<file path="src/logic/cell_ctrl_defines.vh">
// constants for the array block register control logic
// assumes inclusion by both design files
`ifndef CELL_CTRL_DEFINES_VH
`define CELL_CTRL_DEFINES_VH
`define MAX_CTRL_SIGNALS 4'h6
`define EMUL_EXTRA_CELLS 4'h3
`define NUM_CELLS 4'h8
`define CTRL_CNT_W 4
// per-cell register modes
`define RMODE_W 2
`define RMODE_CLEAR 2'h0
`define RMODE_PRESET 2'h1
`define RMODE_PRE_AND_CLR 2'h2
`define RMODE_PRE_AND_LOAD 2'h3
`endif

</file>
<file path="src/logic/logic_cell_register_control.v">
// array block control-signal selection driving its cell registers
// assumes all inputs synchronous to CORE_CLK_I; block clock levels are sampled here to make edge enables
// Function
// - block makes clock, enable, async and sync controls; at most six used
// - two clock lines, each tied to its own clock enable
// - same clock, different enables: use both lines or another block
// - both clock edges in a block use both clock lines
// - counter mode: count table, carry table, load selector, clear gate
// - sync clear or load beats the cascade chain value
// - sync clear beats sync load
// - arithmetic cells give registered and unregistered results together
// - block-wide clear and preset; cell register natively async clear only
// - emulated preset, preset-and-clear or load cost three cells each
// - emulated preset-and-load register is undefined after device clear
// - device-wide clear resets all registers, used per build option
// - device-wide clear beats every other control
// - preset registers go to one under device-wide clear
`timescale 1ns/1ps
`default_nettype none
`include "cell_ctrl_defines.vh"
module logic_cell_register_control #(
	parameter NUM_CELLS = 8,
	parameter DEV_CLEAR_USED = 1
) (
	input wire CORE_CLK_I,
	input wire RST_I,
	input wire DEVICE_WIDE_CLEAR_N_I,
	input wire BLOCK_CLOCK_ONE_I,
	input wire BLOCK_CLOCK_TWO_I,
	input wire BLOCK_CLOCK_ENABLE_ONE_I,
	input wire BLOCK_CLOCK_ENABLE_TWO_I,
	input wire ASYNC_CLEAR_I,
	input wire ASYNC_PRESET_I,
	input wire ASYNC_LOAD_I,
	input wire SYNC_CLEAR_I,
	input wire SYNC_LOAD_I,
	input wire [NUM_CELLS-1:0] CELL_CLOCK_SEL_I,
	input wire [NUM_CELLS-1:0] CELL_FALL_EDGE_I,
	input wire [2*NUM_CELLS-1:0] CELL_MODE_I,
	input wire [NUM_CELLS-1:0] CASCADE_USE_I,
	input wire [NUM_CELLS-1:0] CASCADE_I,
	input wire [NUM_CELLS-1:0] DATA_A_I,
	input wire [NUM_CELLS-1:0] DATA_B_I,
	input wire [NUM_CELLS-1:0] LOAD_DATA_I,
	input wire [7:0] COUNT_LUT_I,
	input wire [7:0] CARRY_LUT_I,
	input wire CARRY_IN_I,
	output reg [NUM_CELLS-1:0] REG_Q_O,
	output reg [NUM_CELLS-1:0] COMB_O,
	output reg CARRY_OUT_O,
	output reg [NUM_CELLS-1:0] UNKNOWN_O,
	output reg [3:0] CTRL_USED_O,
	output reg CTRL_OVER_O,
	output reg EDGE_CONFLICT_O,
	output reg [5:0] EXTRA_CELLS_O
);
	////////////////////////////////////////////////////////////////////////////
	// control selection
	reg block_clock_one_d;
	reg clk2_d;
	wire rise1;
	wire rise2;
	wire fall1;
	wire fall2;
	wire dev_clear;
	wire [3:0] used_cnt;
	wire [NUM_CELLS-1:0] q_w;
	wire [NUM_CELLS-1:0] comb_w;
	wire [NUM_CELLS-1:0] unk_w;
	wire [NUM_CELLS:0] carry_w;
	reg [5:0] next_extra;
	integer k;

	function [0:0] is_emulated;
		input [1:0] m;
		begin
			is_emulated = (m != `RMODE_CLEAR);
		end
	endfunction

	// option selects use of the pin
	assign dev_clear = RST_I | ((DEV_CLEAR_USED != 0) & ~DEVICE_WIDE_CLEAR_N_I);

	always @(posedge CORE_CLK_I) begin
		if (RST_I) begin
			block_clock_one_d <= 1'b0;
			clk2_d <= 1'b0;
		end else begin
			block_clock_one_d <= BLOCK_CLOCK_ONE_I;
			clk2_d <= BLOCK_CLOCK_TWO_I;
		end
	end
	assign rise1 = BLOCK_CLOCK_ONE_I & ~block_clock_one_d;
	assign rise2 = BLOCK_CLOCK_TWO_I & ~clk2_d;
	assign fall1 = ~BLOCK_CLOCK_ONE_I & block_clock_one_d;
	assign fall2 = ~BLOCK_CLOCK_TWO_I & clk2_d;

	assign used_cnt = {3'h0, BLOCK_CLOCK_ENABLE_ONE_I} + {3'h0, BLOCK_CLOCK_ENABLE_TWO_I}
		+ {3'h0, ASYNC_CLEAR_I} + {3'h0, ASYNC_PRESET_I} + {3'h0, ASYNC_LOAD_I}
		+ {3'h0, SYNC_CLEAR_I} + {3'h0, SYNC_LOAD_I}
		+ {3'h0, |CELL_CLOCK_SEL_I} + {3'h0, ~&CELL_CLOCK_SEL_I};

	assign carry_w[0] = CARRY_IN_I;

	genvar g;
	generate
		for (g = 0; g < NUM_CELLS; g = g + 1) begin : cells
			wire sel2;
			wire edge_en;
			wire en;
			assign sel2 = CELL_CLOCK_SEL_I[g];
			// each edge from its own line
			assign edge_en = sel2 ? (CELL_FALL_EDGE_I[g] ? fall2 : rise2)
				: (CELL_FALL_EDGE_I[g] ? fall1 : rise1);
			// enable fixed to its clock line
			assign en = sel2 ? BLOCK_CLOCK_ENABLE_TWO_I : BLOCK_CLOCK_ENABLE_ONE_I;
			cell_register u_cell (
				.clk_i(CORE_CLK_I),
				.dev_clear_i(dev_clear),
				.mode_i(CELL_MODE_I[2*g+1:2*g]),
				.edge_en_i(edge_en),
				.clk_en_i(en),
				.async_clear_i(ASYNC_CLEAR_I),
				.async_preset_i(ASYNC_PRESET_I),
				.async_load_i(ASYNC_LOAD_I),
				.load_data_i(LOAD_DATA_I[g]),
				.sync_clear_i(SYNC_CLEAR_I),
				.sync_load_i(SYNC_LOAD_I),
				.cascade_use_i(CASCADE_USE_I[g]),
				.cascade_i(CASCADE_I[g]),
				.data_a_i(DATA_A_I[g]),
				.data_b_i(DATA_B_I[g]),
				.carry_i(carry_w[g]),
				.count_lut_i(COUNT_LUT_I),
				.carry_lut_i(CARRY_LUT_I),
				.q_o(q_w[g]),
				.comb_o(comb_w[g]),
				.carry_o(carry_w[g+1]),
				.unknown_o(unk_w[g])
			);
		end
	endgenerate

	always @* begin
		next_extra = 6'h00;
		for (k = 0; k < NUM_CELLS; k = k + 1) begin
			if (is_emulated(CELL_MODE_I[2*k +: 2])) begin
				next_extra = next_extra + {2'h0, `EMUL_EXTRA_CELLS};
			end
		end
	end

	////////////////////////////////////////////////////////////////////////////
	// registered outputs
	always @(posedge CORE_CLK_I) begin
		if (RST_I) begin
			REG_Q_O <= {NUM_CELLS{1'b0}};
			COMB_O <= {NUM_CELLS{1'b0}};
			CARRY_OUT_O <= 1'b0;
			UNKNOWN_O <= {NUM_CELLS{1'b0}};
			CTRL_USED_O <= 4'h0;
			CTRL_OVER_O <= 1'b0;
			EDGE_CONFLICT_O <= 1'b0;
			EXTRA_CELLS_O <= 6'h00;
		end else begin
			REG_Q_O <= q_w;
			COMB_O <= comb_w;
			CARRY_OUT_O <= carry_w[NUM_CELLS];
			UNKNOWN_O <= unk_w;
			CTRL_USED_O <= used_cnt;
			CTRL_OVER_O <= (used_cnt > `MAX_CTRL_SIGNALS);
			// mixed edges on one line flagged
			EDGE_CONFLICT_O <= (|(CELL_FALL_EDGE_I & ~CELL_CLOCK_SEL_I)
				& |(~CELL_FALL_EDGE_I & ~CELL_CLOCK_SEL_I))
				| (|(CELL_FALL_EDGE_I & CELL_CLOCK_SEL_I)
				& |(~CELL_FALL_EDGE_I & CELL_CLOCK_SEL_I));
			EXTRA_CELLS_O <= next_extra;
		end
	end
endmodule
`default_nettype wire

</file>
<file path="src/logic/cell_register.v">
// one counter-mode cell register with clear, preset and load handling
// assumes enables are one-cycle qualifiers on the single clock
`timescale 1ns/1ps
`default_nettype none
`include "cell_ctrl_defines.vh"
module cell_register (
	input wire clk_i,
	input wire dev_clear_i,
	input wire [1:0] mode_i,
	input wire edge_en_i,
	input wire clk_en_i,
	input wire async_clear_i,
	input wire async_preset_i,
	input wire async_load_i,
	input wire load_data_i,
	input wire sync_clear_i,
	input wire sync_load_i,
	input wire cascade_use_i,
	input wire cascade_i,
	input wire data_a_i,
	input wire data_b_i,
	input wire carry_i,
	input wire [7:0] count_lut_i,
	input wire [7:0] carry_lut_i,
	output reg q_o,
	output wire comb_o,
	output wire carry_o,
	output reg unknown_o
);
	wire [2:0] lut_idx;
	wire count_val;
	wire count_casc;
	wire muxed;
	wire next_q;
	wire emul_pre;
	assign lut_idx = {carry_i, data_b_i, data_a_i};
	assign count_val = count_lut_i[lut_idx];
	assign carry_o = carry_lut_i[lut_idx];
	assign count_casc = cascade_use_i ? (count_val & cascade_i) : count_val;
	assign comb_o = count_casc;
	assign muxed = sync_load_i ? load_data_i : count_casc;
	assign next_q = muxed & ~sync_clear_i;
	assign emul_pre = (mode_i == `RMODE_PRESET) || (mode_i == `RMODE_PRE_AND_CLR);
	always @(posedge clk_i) begin
		if (dev_clear_i) begin
			q_o <= emul_pre;
			unknown_o <= (mode_i == `RMODE_PRE_AND_LOAD);
		end else if (async_clear_i && !(emul_pre && async_preset_i)) begin
			q_o <= 1'b0;
			unknown_o <= 1'b0;
		end else if (async_preset_i && mode_i != `RMODE_CLEAR) begin
			q_o <= 1'b1;
			unknown_o <= 1'b0;
		end else if (async_load_i && mode_i != `RMODE_CLEAR) begin
			q_o <= load_data_i;
			unknown_o <= 1'b0;
		end else if (edge_en_i && clk_en_i) begin
			q_o <= next_q;
			unknown_o <= 1'b0;
		end
	end
endmodule
`default_nettype wire

</file>
<file path="config.mk">
export PLATFORM = sky130hd
export DESIGN_NAME = logic_cell_register_control
export DESIGN_NICKNAME = d
export VERILOG_FILES = /design/src/logic/logic_cell_register_control.v /design/src/logic/cell_register.v
export VERILOG_INCLUDE_DIRS = /design/src /design/src/logic
export SDC_FILE = /design/constraint.sdc
export NUM_CORES = 1
export LEC_CHECK = 0
export BUFFER_PORTS_ARGS = -buffer_cell sky130_fd_sc_hd__buf_2
export CORE_ASPECT_RATIO = 0.6
export CORE_MARGIN = 3
export CORE_UTILIZATION = 49
export CTS_BUF_LIST = sky130_fd_sc_hd__clkbuf_8
export DETAILED_ROUTE_END_ITERATION = 8
export MAX_ROUTING_LAYER = met4
export PLACE_DENSITY = 0.77
export SETUP_SLACK_MARGIN = 0.2
export SLEW_MARGIN = 0
export SYNTH_ARGS = -nofsm -noshare
export SYNTH_HDL_FRONTEND = slang
export SYNTH_SLANG_ARGS = --single-unit
</file>
<file path="constraint.sdc">
create_clock -name CORE_CLK_I -period 4.8 [get_ports CORE_CLK_I]
set_clock_uncertainty 0.2 [all_clocks]
set_input_delay 0.96 -clock CORE_CLK_I [delete_from_list [all_inputs] [get_ports CORE_CLK_I]]
set_output_delay 0.96 -clock CORE_CLK_I [all_outputs]
set_load 0.05 [all_outputs]
</file>
---- Yosys cells after proc, flatten, opt, wreduce, memory -nomap -nowiden ----
Index checks and enable logic that the tools add are counted.
storage, ports and cells
  bits in registers ....................... 55
  input port bits ......................... 101
operators by class
  add/subtract/negate cells ............... 15
  order comparisons ....................... 9
  eq/ne operators ......................... 24
  muxes and demuxes ....................... 168
  bitwise operators ....................... 36
  reduce and logical (&&, ||, !) cells .... 79
operator list
  kind                                                        count
  2-to-1 mux 1 bit                                            144
  binary-select mux 1 bit (select 3 bit)                      16
  adder 6 x 2 -> 6 bit, second input constant                 7
  2-to-1 mux 6 bit                                            7
  logical AND 1 bit                                           40
  nonzero test 5 bit                                          8
  OR reduction 8 bit                                          5
  bitwise AND 8 bit                                           4
  equality test 2 bit, second input constant                  16
  less-than comparator 3 x 4 -> 1 bit, second input constant  8
  bitwise AND 1 bit                                           22
  adder 4 x 1 -> 4 bit                                        5
  equality test 2 x 1 -> 1 bit, second input constant         8
  NOT 8 bit                                                   2
  nonzero test 2 bit                                          8
  zero test 1 bit                                             9
  logical OR 1 bit                                            8
  AND reduction 8 bit                                         1
  NOT 1 bit                                                   6
  adder 3 x 1 -> 4 bit                                        1
  > comparator 4 x 3 -> 1 bit, second input constant          1
  adder 2 x 1 -> 3 bit                                        1
  adder 1 x 1 -> 2 bit                                        1
  2-to-1 mux 2 bit                                            1
  OR 1 bit                                                    2

---- Logic depth before layout (Yosys ltp) ----
Gate-level depths: netlist of run 1.
  depth after elaboration ................. 25
  gate-level depth with buffers ........... 19
  mapped depth without buffers ............ 18

---- Cells and area by module ----
From an unflattened synthesis of run 1, not the netlist that was laid out.
second synthesis, totals
  cell total of the unflattened synthesis .. 580
  area total of the unflattened synthesis .. 5405.2 um^2
by module, submodules not included
  module                       instances  cells each  area an instance (um^2)  seq. area each (um^2)
  cell_register                8          37          340.3                    60.1
  logic_cell_register_control  1          284         2682.6                   780.7

---- Worst setup path after synthesis of run 1 ----
No wires, ideal clock.
  path type ............................... input to register
  start ................................... input port CELL_MODE_I[4]
  end ..................................... register EXTRA_CELLS_O[4]
  library setup time ...................... 0.128 ns
  arrival ................................. 4.396 ns
  data required time ...................... 4.472 ns
  path slack .............................. 0.076 ns
  cell stages on the path ................. 19
  buffers on the path ..................... 1
  cells stage by stage .................... inv_1 -> ha_1 -> buf_2 -> inv_1 -> fa_1 -> xnor2_1 -> nor2_1 -> xnor2_1 -> ha_1 -> mux2_2 -> ha_1 -> mux2_2 -> ha_1 -> nor2_1 -> o21ai_0 -> a2bb2oi_1 -> mux2i_1 -> xor2_1 -> nor2_1
between the ends
  word-level cells in the longest chain between the ends .. 12
ends and longest elaborated chain
  item                                     RTL line                           text
  start: declaration                       logic_cell_register_control.v:39   input wire [2*NUM_CELLS-1:0] CELL_MODE_I,
  nonzero test 2 bit (no source line) (*)  --
  2-to-1 mux 6 bit (*)                     logic_cell_register_control.v:147  if (is_emulated(CELL_MODE_I[2*k +: 2])) begin
  adder 6 x 2 -> 6 bit                     logic_cell_register_control.v:148  next_extra = next_extra + {2'h0, `EMUL_EXTRA_CELLS};
  2-to-1 mux 6 bit (*)                     logic_cell_register_control.v:147
  adder 6 x 2 -> 6 bit                     logic_cell_register_control.v:148
  2-to-1 mux 6 bit (*)                     logic_cell_register_control.v:147
  adder 6 x 2 -> 6 bit                     logic_cell_register_control.v:148
  2-to-1 mux 6 bit (*)                     logic_cell_register_control.v:147
  adder 6 x 2 -> 6 bit                     logic_cell_register_control.v:148
  2-to-1 mux 6 bit (*)                     logic_cell_register_control.v:147
  adder 6 x 2 -> 6 bit                     logic_cell_register_control.v:148
  2-to-1 mux 6 bit (*)                     logic_cell_register_control.v:147
  end signal: assignment                   logic_cell_register_control.v:177  EXTRA_CELLS_O <= next_extra;
  end: declaration                         logic_cell_register_control.v:55   output reg [5:0] EXTRA_CELLS_O
Every way passes the cells marked *; elsewhere a longest branch is shown, timed or not.
A chain may end at the register's enable or synchronous reset.

---- Worst setup path after layout of run 1 ----
Ends and elaborated chain as after synthesis.

==> results of run 1 <==
cell type report:
cell class	instances	area, um2
multi-input combinational	377	3380
inverter	41	156
sequential	55	1260
clock inverter	2	16.3
timing repair buffer	152	798
clock buffer	6	82.6
tap	130	163
antenna	1	2.50
fill	819	3530
worst max-delay path, delay by kind of cell:
family / cells / cell delay, ps
XOR/XNOR: 3 / 390
adder cells (fa/ha/maj): 5 / 1580
AND/OR/NAND/NOR: 2 / 160
multiplexers: 3 / 770
AO/OA/AOI/OAI: 2 / 220
buffers and inverters: 4 / 420
kinds of logic after synthesis:
kind of cell               after synthesis  synth area share (%)
DFF                                     55                  26.1
adders and majority gates               31                  8.97
xor gates and xnor gates                20                  3.63
AOI/OAI and AO/OA                      114                  15.5
and+or+nand+nor                        143                  15.8
muxes                                   69                  24.8
buffers and inverters                   63                  5.16
how the worst max path moves through the flow:
stage	startpoint	end	slack [ps]
6_report	CELL_MODE_I[4]	EXTRA_CELLS_O[4]$_SDFF_PP0_	300
3_3_place_gp	CELL_MODE_I[0]	EXTRA_CELLS_O[4]$_SDFF_PP0_	50
4_1_cts	CELL_MODE_I[0]	EXTRA_CELLS_O[4]$_SDFF_PP0_	210
5_1_grt	CELL_MODE_I[4]	EXTRA_CELLS_O[4]$_SDFF_PP0_	130
3_5_place_dp	CELL_MODE_I[0]	EXTRA_CELLS_O[4]$_SDFF_PP0_	-140
2_1_floorplan	CELL_MODE_I[4]	EXTRA_CELLS_O[4]$_SDFF_PP0_	210
metrics by stage:
step / utilization [%] / TNS (ps)
floorplan: - / 0
global placement: 60.6 / 0
detailed placement: 60.6 / -143
CTS: 61.7 / 0
global route: 62.4 / 0
finish: 62.4 / 0
what timing repair did:
item                                    in CTS  in global routing
resized for setup                            0                 11
endpoints found under the setup margin       0                  3
buffers inserted                             0                  3
hold endpoints to repair                     0                  0
Yosys cell counts, types with 8 or more instances:
master / instances
o22ai_1: 13
nand2b_1: 10
a21oi_1: 35
clkbuf_1: 14
mux2i_1: 22
nor2b_1: 39
inv_1: 41
ha_1: 25
edfxtp_1: 16
o21ai_0: 15
mux4_2: 32
nor2_1: 27
and2_1: 9
xnor2_1: 10
xor2_1: 10
a31oi_1: 9
nand3_1: 8
dfxtp_1: 39
nand2_1: 28
flip-flops by register name (all words and copies together), names as in the netlist, 4 cells and up:
| register | count |
|---|---|
| cells.u_cell.q_o | 8 |
| REG_Q_O | 8 |
| COMB_O | 8 |
| EXTRA_CELLS_O | 6 |
| CTRL_USED_O | 4 |
| cells.u_cell.unknown_o | 8 |
| UNKNOWN_O | 8 |
power by group:
group	internal (mW)	switching [mW]
Clock	0.118	0.165
Sequential	0.542	0.0151
Combinational	0.373	0.547
metal layers:
metal  global-route usage [%]  vias to the layer above  share of wire [%]
met4                     4.34                        0                1.2
met3                     8.05                       22                 12
met5                        -                        -                  0
li1                         -                     2116                  -
met1                     40.0                     2206                 45
met2                     37.1                      310                 41
==> impl_results.md, run 1 <==
- Final WL: 14.8 mm
- Async SR Flop Fraction: 0%
- Worst EP required: 4790 ps
- DR vias: 4654
- Clk root buf: clkbuf_8
- CP arrival: 4490 ps
- Maximum root-to-sink buffer count: 2
- Die Area: 11100 um2
- Nets: 764
- HP Start: cells[1].u_cell.q_o$_DFFE_PP_
- Commonest non-fill, non-tap cell in the layout: buf_2
- GRT overflow: 0
- Worst-Margin Slew: 1010 ps
- Proportion of layout cells with a drive suffix above 1: 35.7%
- Clock Pin Slew Worst Setup and Hold Paths: 110 ps
- Pwr dens: 300 nW/um2
- Clk_lat worst skew: 320 ps
- Number of global-route vias before repair: 4439
- Crit path launch type: primary input
- Final Power: 1.76 mW
- Finish-stage setup viols: 0
- Initial antenna violation count: 1
- Row count: 27
- Post-placement cell count: 752
- RSZ-0062 raised after global routing: true
- Library cells used by synthesis: 60
- Flop-to-flop setup slack: 2660 ps
- Chip width: 134 um
- Clk sinks: 55
- Slowest-stage cell, CP: fa_2
- Synthesized Nets: 627
- Final HPWL DP: 11.8 mm
- Post-route setup slack: 301 ps
- Max Clk Rate: 222 MHz
- Worst hold margin: 252 ps
- Leak pwr: 2.64 nW
- Average size of a mapped cell: 9.75 um2
- Initial Utilization: 51.4%
- EDFF count, synth: 16
- Final hold vios: 0
- Vias per inst: 6.09
- Post-DRT Antenna Nets: 0
- Max-slew violations: 0
- Area fraction of the dominant cell type after synthesis: 16.2%
- Class of the worst hold path: reg -> reg
- Final period util: 93.7%
- DR WL/cell: 19.3 um
- RR Startpoint: clk2_d$_SDFF_PP0_
- Gr usage total: 27.0%
- Die Y: 82.9 um
- Slew HR: 32.0%
- DRT Pass-1 Iters: 5
- Port buffer count: 137
- DR iter-0 viols: 452
- Mapped Cells: 495
- Largest net degree at the start of global routing: 41
- Mapped Area: 4830 um2
- Status: finished, final reports clean
- Synth area leaders: dfxtp_1 16%, mux4_2 15%, edfxtp_1 10%
- Gp weighted congestion: 1.00
- #FFs+latches synth: 55
- DRC Markers: 0
- Num CTS Buffers: 5
- Max-Cap Viols: 0
- Post-route insts no fill: 764
- Worst Hold End: REG_Q_O[1]$_SDFF_PP0_
- Largest area contributor in the netlist: dfxtp_1
- Slowest stage delay, CP: 610 ps
- Maximum VDD drop: 0.280 mV
- Worst slack, placed: -143 ps
- Tmin final: 4500 ps
- Most frequent cells in the layout: 137 x buf_2, 39 x dfxtp_1, 38 x inv_1, 38 x nor2b_1, 34 x a21oi_1
- Area after DPL: 5690 um2
- Critical path peak fanout: 3
- Finished layout cell area: 5860 um2
- Hold Path Depth: 1
- Cells on worst reg2reg path: 3
- Area Growth Syn to Fin: 21.4%
- WS Path Type: in -> reg
- Core Area: 9390 um2
- IO Pins: 138
- Crit Reg-Reg Endpoint: cells[7].u_cell.q_o$_DFFE_PP_
- Crit path capture type: flop
- Critical Path, Cell by Cell: buf_2 -> inv_1 -> ha_4 -> inv_4 -> fa_2 -> xnor2_2 -> buf_4 -> xnor2_2 -> ha_1 -> mux2_2 -> ha_1 -> mux2_2 -> ha_2 -> nor2_4 -> o21ai_1 -> a2bb2oi_1 -> mux2i_1 -> xor2_1 -> nor2_1
- Ys flop type: dfxtp_1
- First-pass GRT wire length: 23.3 mm
- H-tree levels: 2
- CTS tree: built
- Synth warn: 0
- CTS Hold Buffers Added: 0
- Register area share after synthesis: 26.1%
Note: power is estimated with default switching activity, not from simulation.
==> inputs of run 2 (changes only) <==
ABC_AREA = 1   (was not set)
CORE_UTILIZATION = 50   (was 49)
PLACE_DENSITY = 0.8   (was 0.77)
==> run 2 against run 1 <==
  * Synthesized cell count up 60%
  * Critical endpoint unchanged
  * Maximum frequency rose by 3.8%
  * Utilization increased by 0.55 points
  * Flip-flop and latch count unchanged
  * Sequential power down 0.7%
  * Power down 5.6%
  * Sequential share of layout area fell by 0.56 points
  * Area after synthesis grew 5.8%
  * Final cell count up 38%
  * Clock-buffer cell count down 1
  * Die area grew 3.4%
  * Clock power decreased by 1%
==> impl_results.md, run 2 <==
- Status: finished, final reports clean
- Proportion of layout cells with a drive suffix above 1: 22.5%
- GRT overflow: 0
- DR vias: 5798
- RR Startpoint: clk2_d$_SDFF_PP0_
- Pwr dens: 276 nW/um2
- DRT Pass-1 Iters: 6
- Antenna diode count: 0
- P_int: 902 uW
- Combinational Power Share: 50.0%
- Largest area contributor in the netlist: dfxtp_1
- First-pass GRT wire length: 25.0 mm
- Row count: 27
- Async SR Flop Fraction: 0%
- Final hold vios: 0
- Area Growth Syn to Fin: 17.8%
- Slew HR: 43.0%
- CTS tree: built
- Final WL: 15.8 mm
- Post-DRT Antenna Nets: 0
- IO Pins: 138
- Post-route insts no fill: 1052
- Vias per inst: 5.51
- Clock group share of total power: 16.8%
- Port buffer count: 137
- Core Area: 9560 um2
- Post-Route Utilization: 62.9%
- Number of global-route vias before repair: 5032
- EDFF count, synth: 16
- Synthesized Nets: 923
- Max Clk Rate: 231 MHz
- Most frequent cells after synthesis: 142 x nand2_1, 129 x inv_1, 86 x nor2_1
- DRC Markers: 0
- #FFs+latches synth: 55
- Commonest non-fill, non-tap cell in the layout: nand2_1
- Final period util: 90.3%
- Crit path capture type: flop
- Area fraction of the dominant cell type after synthesis: 15.3%
- Initial Utilization: 53.4%
- Crit path launch type: primary input
- Maximum root-to-sink buffer count: 2
- Worst Hold End: UNKNOWN_O[6]$_SDFF_PP0_
- Largest net degree at the start of global routing: 35
- Reg area: 1260 um2
- P_sw: 761 uW
- Clk root buf: clkbuf_8
- HP Start: cells[6].u_cell.unknown_o$_SDFFCE_PN0P_
- Die Y: 84.3 um
- Register area share after synthesis: 24.7%
- Max-slew violations: 0
- Gr usage total: 27.8%
- Worst-Margin Slew: 844 ps
- Leak pwr: 3.14 nW
- Tmin final: 4330 ps
- Gp weighted congestion: 1.05
- Worst EP required: 4830 ps
- Average size of a mapped cell: 6.46 um2
- Finish-stage setup viols: 0
- Maximum VDD drop: 0.185 mV
- Fill count: 893
- Synth warn: 0
- DR iter-0 viols: 526
- Chip width: 136 um
- Nets: 1053
- Post-CTS setup buffers: 0
- Worst hold margin: 259 ps
- H-tree levels: 2
- Sw frac: 45.7%
- Synth area leaders: dfxtp_1 15%, nand2_1 10%, inv_1 9.5%
- Most frequent cell after synthesis: nand2_1
- CTS Hold Buffers Added: 0
- Library cells used by synthesis: 48
- Cells on worst reg2reg path: 4
- Class of the worst hold path: reg -> reg
- Num CTS Buffers: 5
- Die Area: 11500 um2
- Mapped Cells: 791
- Hold Path Depth: 2
- Flop-to-flop setup slack: 2600 ps
- Final HPWL DP: 12.8 mm
- Clk sinks: 55
- Most frequent cells in the layout: 142 x nand2_1, 137 x buf_2, 129 x inv_1
- Ys flop type: dfxtp_1
- Max-Cap Viols: 0
- Clock Pin Slew Worst Setup and Hold Paths: 110 ps
- Crit Reg-Reg Endpoint: cells[4].u_cell.unknown_o$_SDFFCE_PN0P_
- DR WL/cell: 15.0 um
- Mapped Area: 5110 um2
- RSZ-0062 raised after global routing: false
- Post-placement cell count: 1044
- Initial antenna violation count: 0
- CP arrival: 4360 ps
- Flop pwr share: 33.3%
- WS Path Type: in -> reg
- Critical path peak fanout: 3
- Multi-input logic area: 3230 um2
- Post-CTS sizing: 0
- Clk_lat worst skew: 320 ps
-- run 2: how the worst max path moves through the flow --
stage / depth (start not counted) / start / end / slack [ps]
floorplan: 20 / CELL_MODE_I[2] / EXTRA_CELLS_O[4]$_SDFF_PP0_ / 350
CTS: 21 / CELL_MODE_I[0] / EXTRA_CELLS_O[4]$_SDFF_PP0_ / 340
global route: 21 / CELL_MODE_I[4] / EXTRA_CELLS_O[4]$_SDFF_PP0_ / 220
global placement: 21 / CELL_MODE_I[0] / EXTRA_CELLS_O[4]$_SDFF_PP0_ / 120
finish: 21 / CELL_MODE_I[4] / EXTRA_CELLS_O[4]$_SDFF_PP0_ / 470
detailed placement: 21 / CELL_MODE_I[0] / EXTRA_CELLS_O[4]$_SDFF_PP0_ / -8
-- run 2: metal layers --
metal / track usage (%) / wire (um)
met4: 4.67 / 148
met5: - / 0
met2: 36.4 / 6110
met1: 43.8 / 7480
met3: 5.45 / 2080
-- run 2: power groups by stage --
stage	clock, mW	sequential (mW)	combinational [mW]
after global placement	0	0.563	0.800
final	0.279	0.553	0.830
after CTS	0.285	0.554	0.816
after global routing	0.303	0.560	0.912
after detailed placement	0	0.564	0.812
after floorplan	0	0.722	0.439
-- run 2: cells by family (layout without fill, tap and decap cells) --
kind of cell / after synthesis / count (layout) / share of synthesized area [%]
fa+ha+maj: 31 / 31 / 8.48
flops: 55 / 55 / 24.7
simple gates: 341 / 341 / 30.0
buf+inv: 162 / 293 / 12.2
compound gates: 196 / 196 / 23.2
xor+xnor: 6 / 6 / 1.47
-- run 2: cell type report --
type                       instances  area share, %
tap                              130           2.70
clock inverter                     3          0.457
multi-input combinational        574           53.7
clock buffer                       5           1.14
sequential                        55           21.0
timing repair buffer             143           12.1
inverter                         142           8.88
-- run 2: stage by stage --
step           power [mW]  TNS, ps  worst slack (ps)  instance area (um2)
6_report             1.66        0               467                 6020
4_1_cts              1.65        0               339                 6010
2_1_floorplan        1.16        0               350                 5110
3_5_place_dp         1.38    -8.40             -8.40                 5910
5_1_grt              1.78        0               216                 6020
3_3_place_gp         1.36        0               117                 5910
-- run 2: critical path: stages --
cell and delay (ps):
buf_2 110, inv_1 50, ha_1 210, inv_2 60, fa_1 610, nor2_2 90
nor2_4 160, nand2_2 90, xor2_2 190, ha_1 300, nand2_1 80, o21ai_2 70
ha_1 280, or2_2 280, o21ai_2 80, inv_1 60, ha_1 220, nor3_2 180
nand2_1 90, o21ai_1 120, a21oi_1 50
==> inputs of run 3 (changes only) <==
CORE_MARGIN = 2   (was 3)
GPL_TIMING_DRIVEN = 0   (was not set)
==> run 3 against run 2 <==
  * Clock-buffer cell count is the same
  * Via count grew 1.0%
  * Flip-flop and latch count is the same
  * Global-route usage grew 1.5 points
  * Sequential power is essentially flat
  * Wire length grew 1.4%
  * Hold slack gained 11 ps
  * First-iteration DRC count grew 43%
  * Largest cell class unchanged
==> impl_results.md, run 3 (synthesized netlist as in run 2, its figures left out) <==
- DR WL/cell: 15.0 um
- Cell family with most CP delay: adder cells
- Maximum root-to-sink buffer count: 2
- Chip width: 134 um
- Flop-to-flop setup slack: 2330 ps
- DRC Markers: 0
- Tmin final: 4390 ps
- Clk root buf: clkbuf_8
- Combinational Power Share: 49.6%
- Worst Hold End: REG_Q_O[6]$_SDFF_PP0_
- HP Start: cells[6].u_cell.q_o$_DFFE_PP_
- Worst-Margin Slew: 886 ps
- Most common cell on crit path: ha_1
- Antenna diode count: 0
- Core Area: 9880 um2
- Initial antenna violation count: 0
- DR iter-0 viols: 750
- Vias per inst: 5.50
- Num CTS Buffers: 5
- Status: finished, final reports clean
- Clock Pin Slew Worst Setup and Hold Paths: 120 ps
- Gp weighted congestion: 0.990
- Crit path launch type: primary input
- Maximum VDD drop: 0.258 mV
- Die Y: 82.3 um
- Class of the worst hold path: reg -> reg
- Slew HR: 40.2%
- Final HPWL DP: 12.9 mm
- Number of global-route vias before repair: 5015
- Gr usage total: 29.3%
- Post-DRT Antenna Nets: 0
- Crit path capture type: flop
- Finish-stage setup viols: 0
- WS Path Type: in -> reg
- Max-slew violations: 0
- P_int: 906 uW
- Sw frac: 46.1%
- Initial Utilization: 51.7%
- Final hold vios: 0
- Slowest-stage cell, CP: fa_2
- P_sw: 775 uW
- Post-route setup TNS: 0 ps
- Final WL: 16.0 mm
- Max Clk Rate: 228 MHz
- CP arrival: 4430 ps
- Worst Path Buf+Inv: 4
- RR Startpoint: block_clock_one_d$_SDFF_PP0_
- IO Pins: 138
- Finished layout cell area: 6050 um2
- Row count: 28
- Post-Route Utilization: 61.2%
- Max-Cap Viols: 0
- H-tree levels: 2
- Area Growth Syn to Fin: 18.5%
- Final period util: 91.4%
- Port buffer count: 131
- Proportion of layout cells with a drive suffix above 1: 22.0%
- CTS Hold Buffers Added: 0
- Most frequent cells in the layout: 142 x nand2_1, 135 x buf_2, 128 x inv_1
- Critical Path, Cell by Cell: buf_2 -> inv_1 -> ha_2 -> inv_2 -> fa_2 -> nor2_2 -> nor2_4 -> nand2_2 -> xor2_2 -> ha_1 -> nand2_1 -> o21ai_2 -> ha_1 -> or2_2 -> o21ai_1 -> inv_1 -> ha_1 -> nor3_2 -> nand2_1 -> o21ai_1 -> a21oi_1
- Largest net degree at the start of global routing: 20
- Clk_lat worst skew: 340 ps
- RSZ-0062 raised after global routing: false
- Cells on worst reg2reg path: 5
- DRT Pass-1 Iters: 6
- Pwr dens: 278 nW/um2
- CTS tree: built
- First-pass GRT wire length: 24.8 mm
- Critical path peak fanout: 7
- Clk sinks: 55
- Leak pwr: 3.13 nW
- Die Area: 11100 um2
- Clock group share of total power: 17.5%
- Fill count: 955
- Commonest non-fill, non-tap cell in the layout: nand2_1
- Slowest stage delay, CP: 570 ps
- Area after DPL: 5930 um2
- Hold Path Depth: 2
- Crit Reg-Reg Endpoint: cells[4].u_cell.unknown_o$_SDFFCE_PN0P_
- Worst hold margin: 271 ps
- Flop pwr share: 32.9%
- GRT overflow: 0
- Worst EP required: 4840 ps
- Nets: 1062
- DR vias: 5858
[run 3: changes by cell type in the layout (fill, tap and decap cells not counted), sizes merged]
cell and delta:
clkbuf +14, buf -5
[run 3: stage by stage]
stage	cells	worst slack, ps	total power, mW
floorplan	791	350	1.16
global placement	1057	21.8	1.36
detailed placement	1057	-85.9	1.37
CTS	1065	267	1.66
global route	1066	187	1.79
finish	1066	414	1.68
[run 3: repair_timing]
item | in CTS | in global routing
gates resized for setup | 0 | 6
endpoints found under the setup margin | 0 | 3
setup buffers | 0 | 1
[run 3: final cells by class]
| type | count | area (um2) | area share, % |
|---|---|---|---|
| Timing Repair Buffer | 132 | 663 | 11.0 |
| Tap cell | 135 | 169 | 2.79 |
| Clock inverter | 3 | 27.5 | 0.455 |
| Inverter | 142 | 534 | 8.83 |
| Sequential cell | 55 | 1260 | 20.8 |
| Multi-Input combinational cell | 574 | 3240 | 53.5 |
| Clock buffer | 5 | 68.8 | 1.14 |
| Buffer | 20 | 87.6 | 1.45 |
[run 3: power groups by stage]
stage                     combinational [mW]  sequential, mW  clock (mW)
final                                  0.833           0.554       0.294
after global routing                   0.919           0.560       0.306
after CTS                              0.813           0.554       0.291
after detailed placement               0.810           0.564           0
after global placement                 0.799           0.563           0
after floorplan                        0.439           0.722           0
[run 3: metal layers]
layer / track usage (%) / part of all wire, % / vias up / wire, um
met5: - / 0 / - / 0
met4: 4.84 / 1.1 / 0 / 170
li1: - / - / 2917 / -
met1: 43.1 / 47 / 2573 / 7560
met3: 6.96 / 13 / 24 / 2160
met2: 41.0 / 38 / 344 / 6150
[run 3: worst max path at each step]
stage | slack, ps | depth (start not counted) | startpoint | end
2_1_floorplan | 350 | 20 | CELL_MODE_I[2] | EXTRA_CELLS_O[4]$_SDFF_PP0_
3_3_place_gp | 20 | 21 | CELL_MODE_I[4] | EXTRA_CELLS_O[4]$_SDFF_PP0_
3_5_place_dp | -90 | 21 | CELL_MODE_I[4] | EXTRA_CELLS_O[4]$_SDFF_PP0_
4_1_cts | 270 | 21 | CELL_MODE_I[4] | EXTRA_CELLS_O[4]$_SDFF_PP0_
5_1_grt | 190 | 21 | CELL_MODE_I[2] | EXTRA_CELLS_O[4]$_SDFF_PP0_
6_report | 410 | 21 | CELL_MODE_I[4] | EXTRA_CELLS_O[4]$_SDFF_PP0_
[run 3: tightest hold or removal path, cell delays in order, from the launching register on]
cell and delay (ps):
edfxtp_1 340, inv_1 30, nor2_1 70
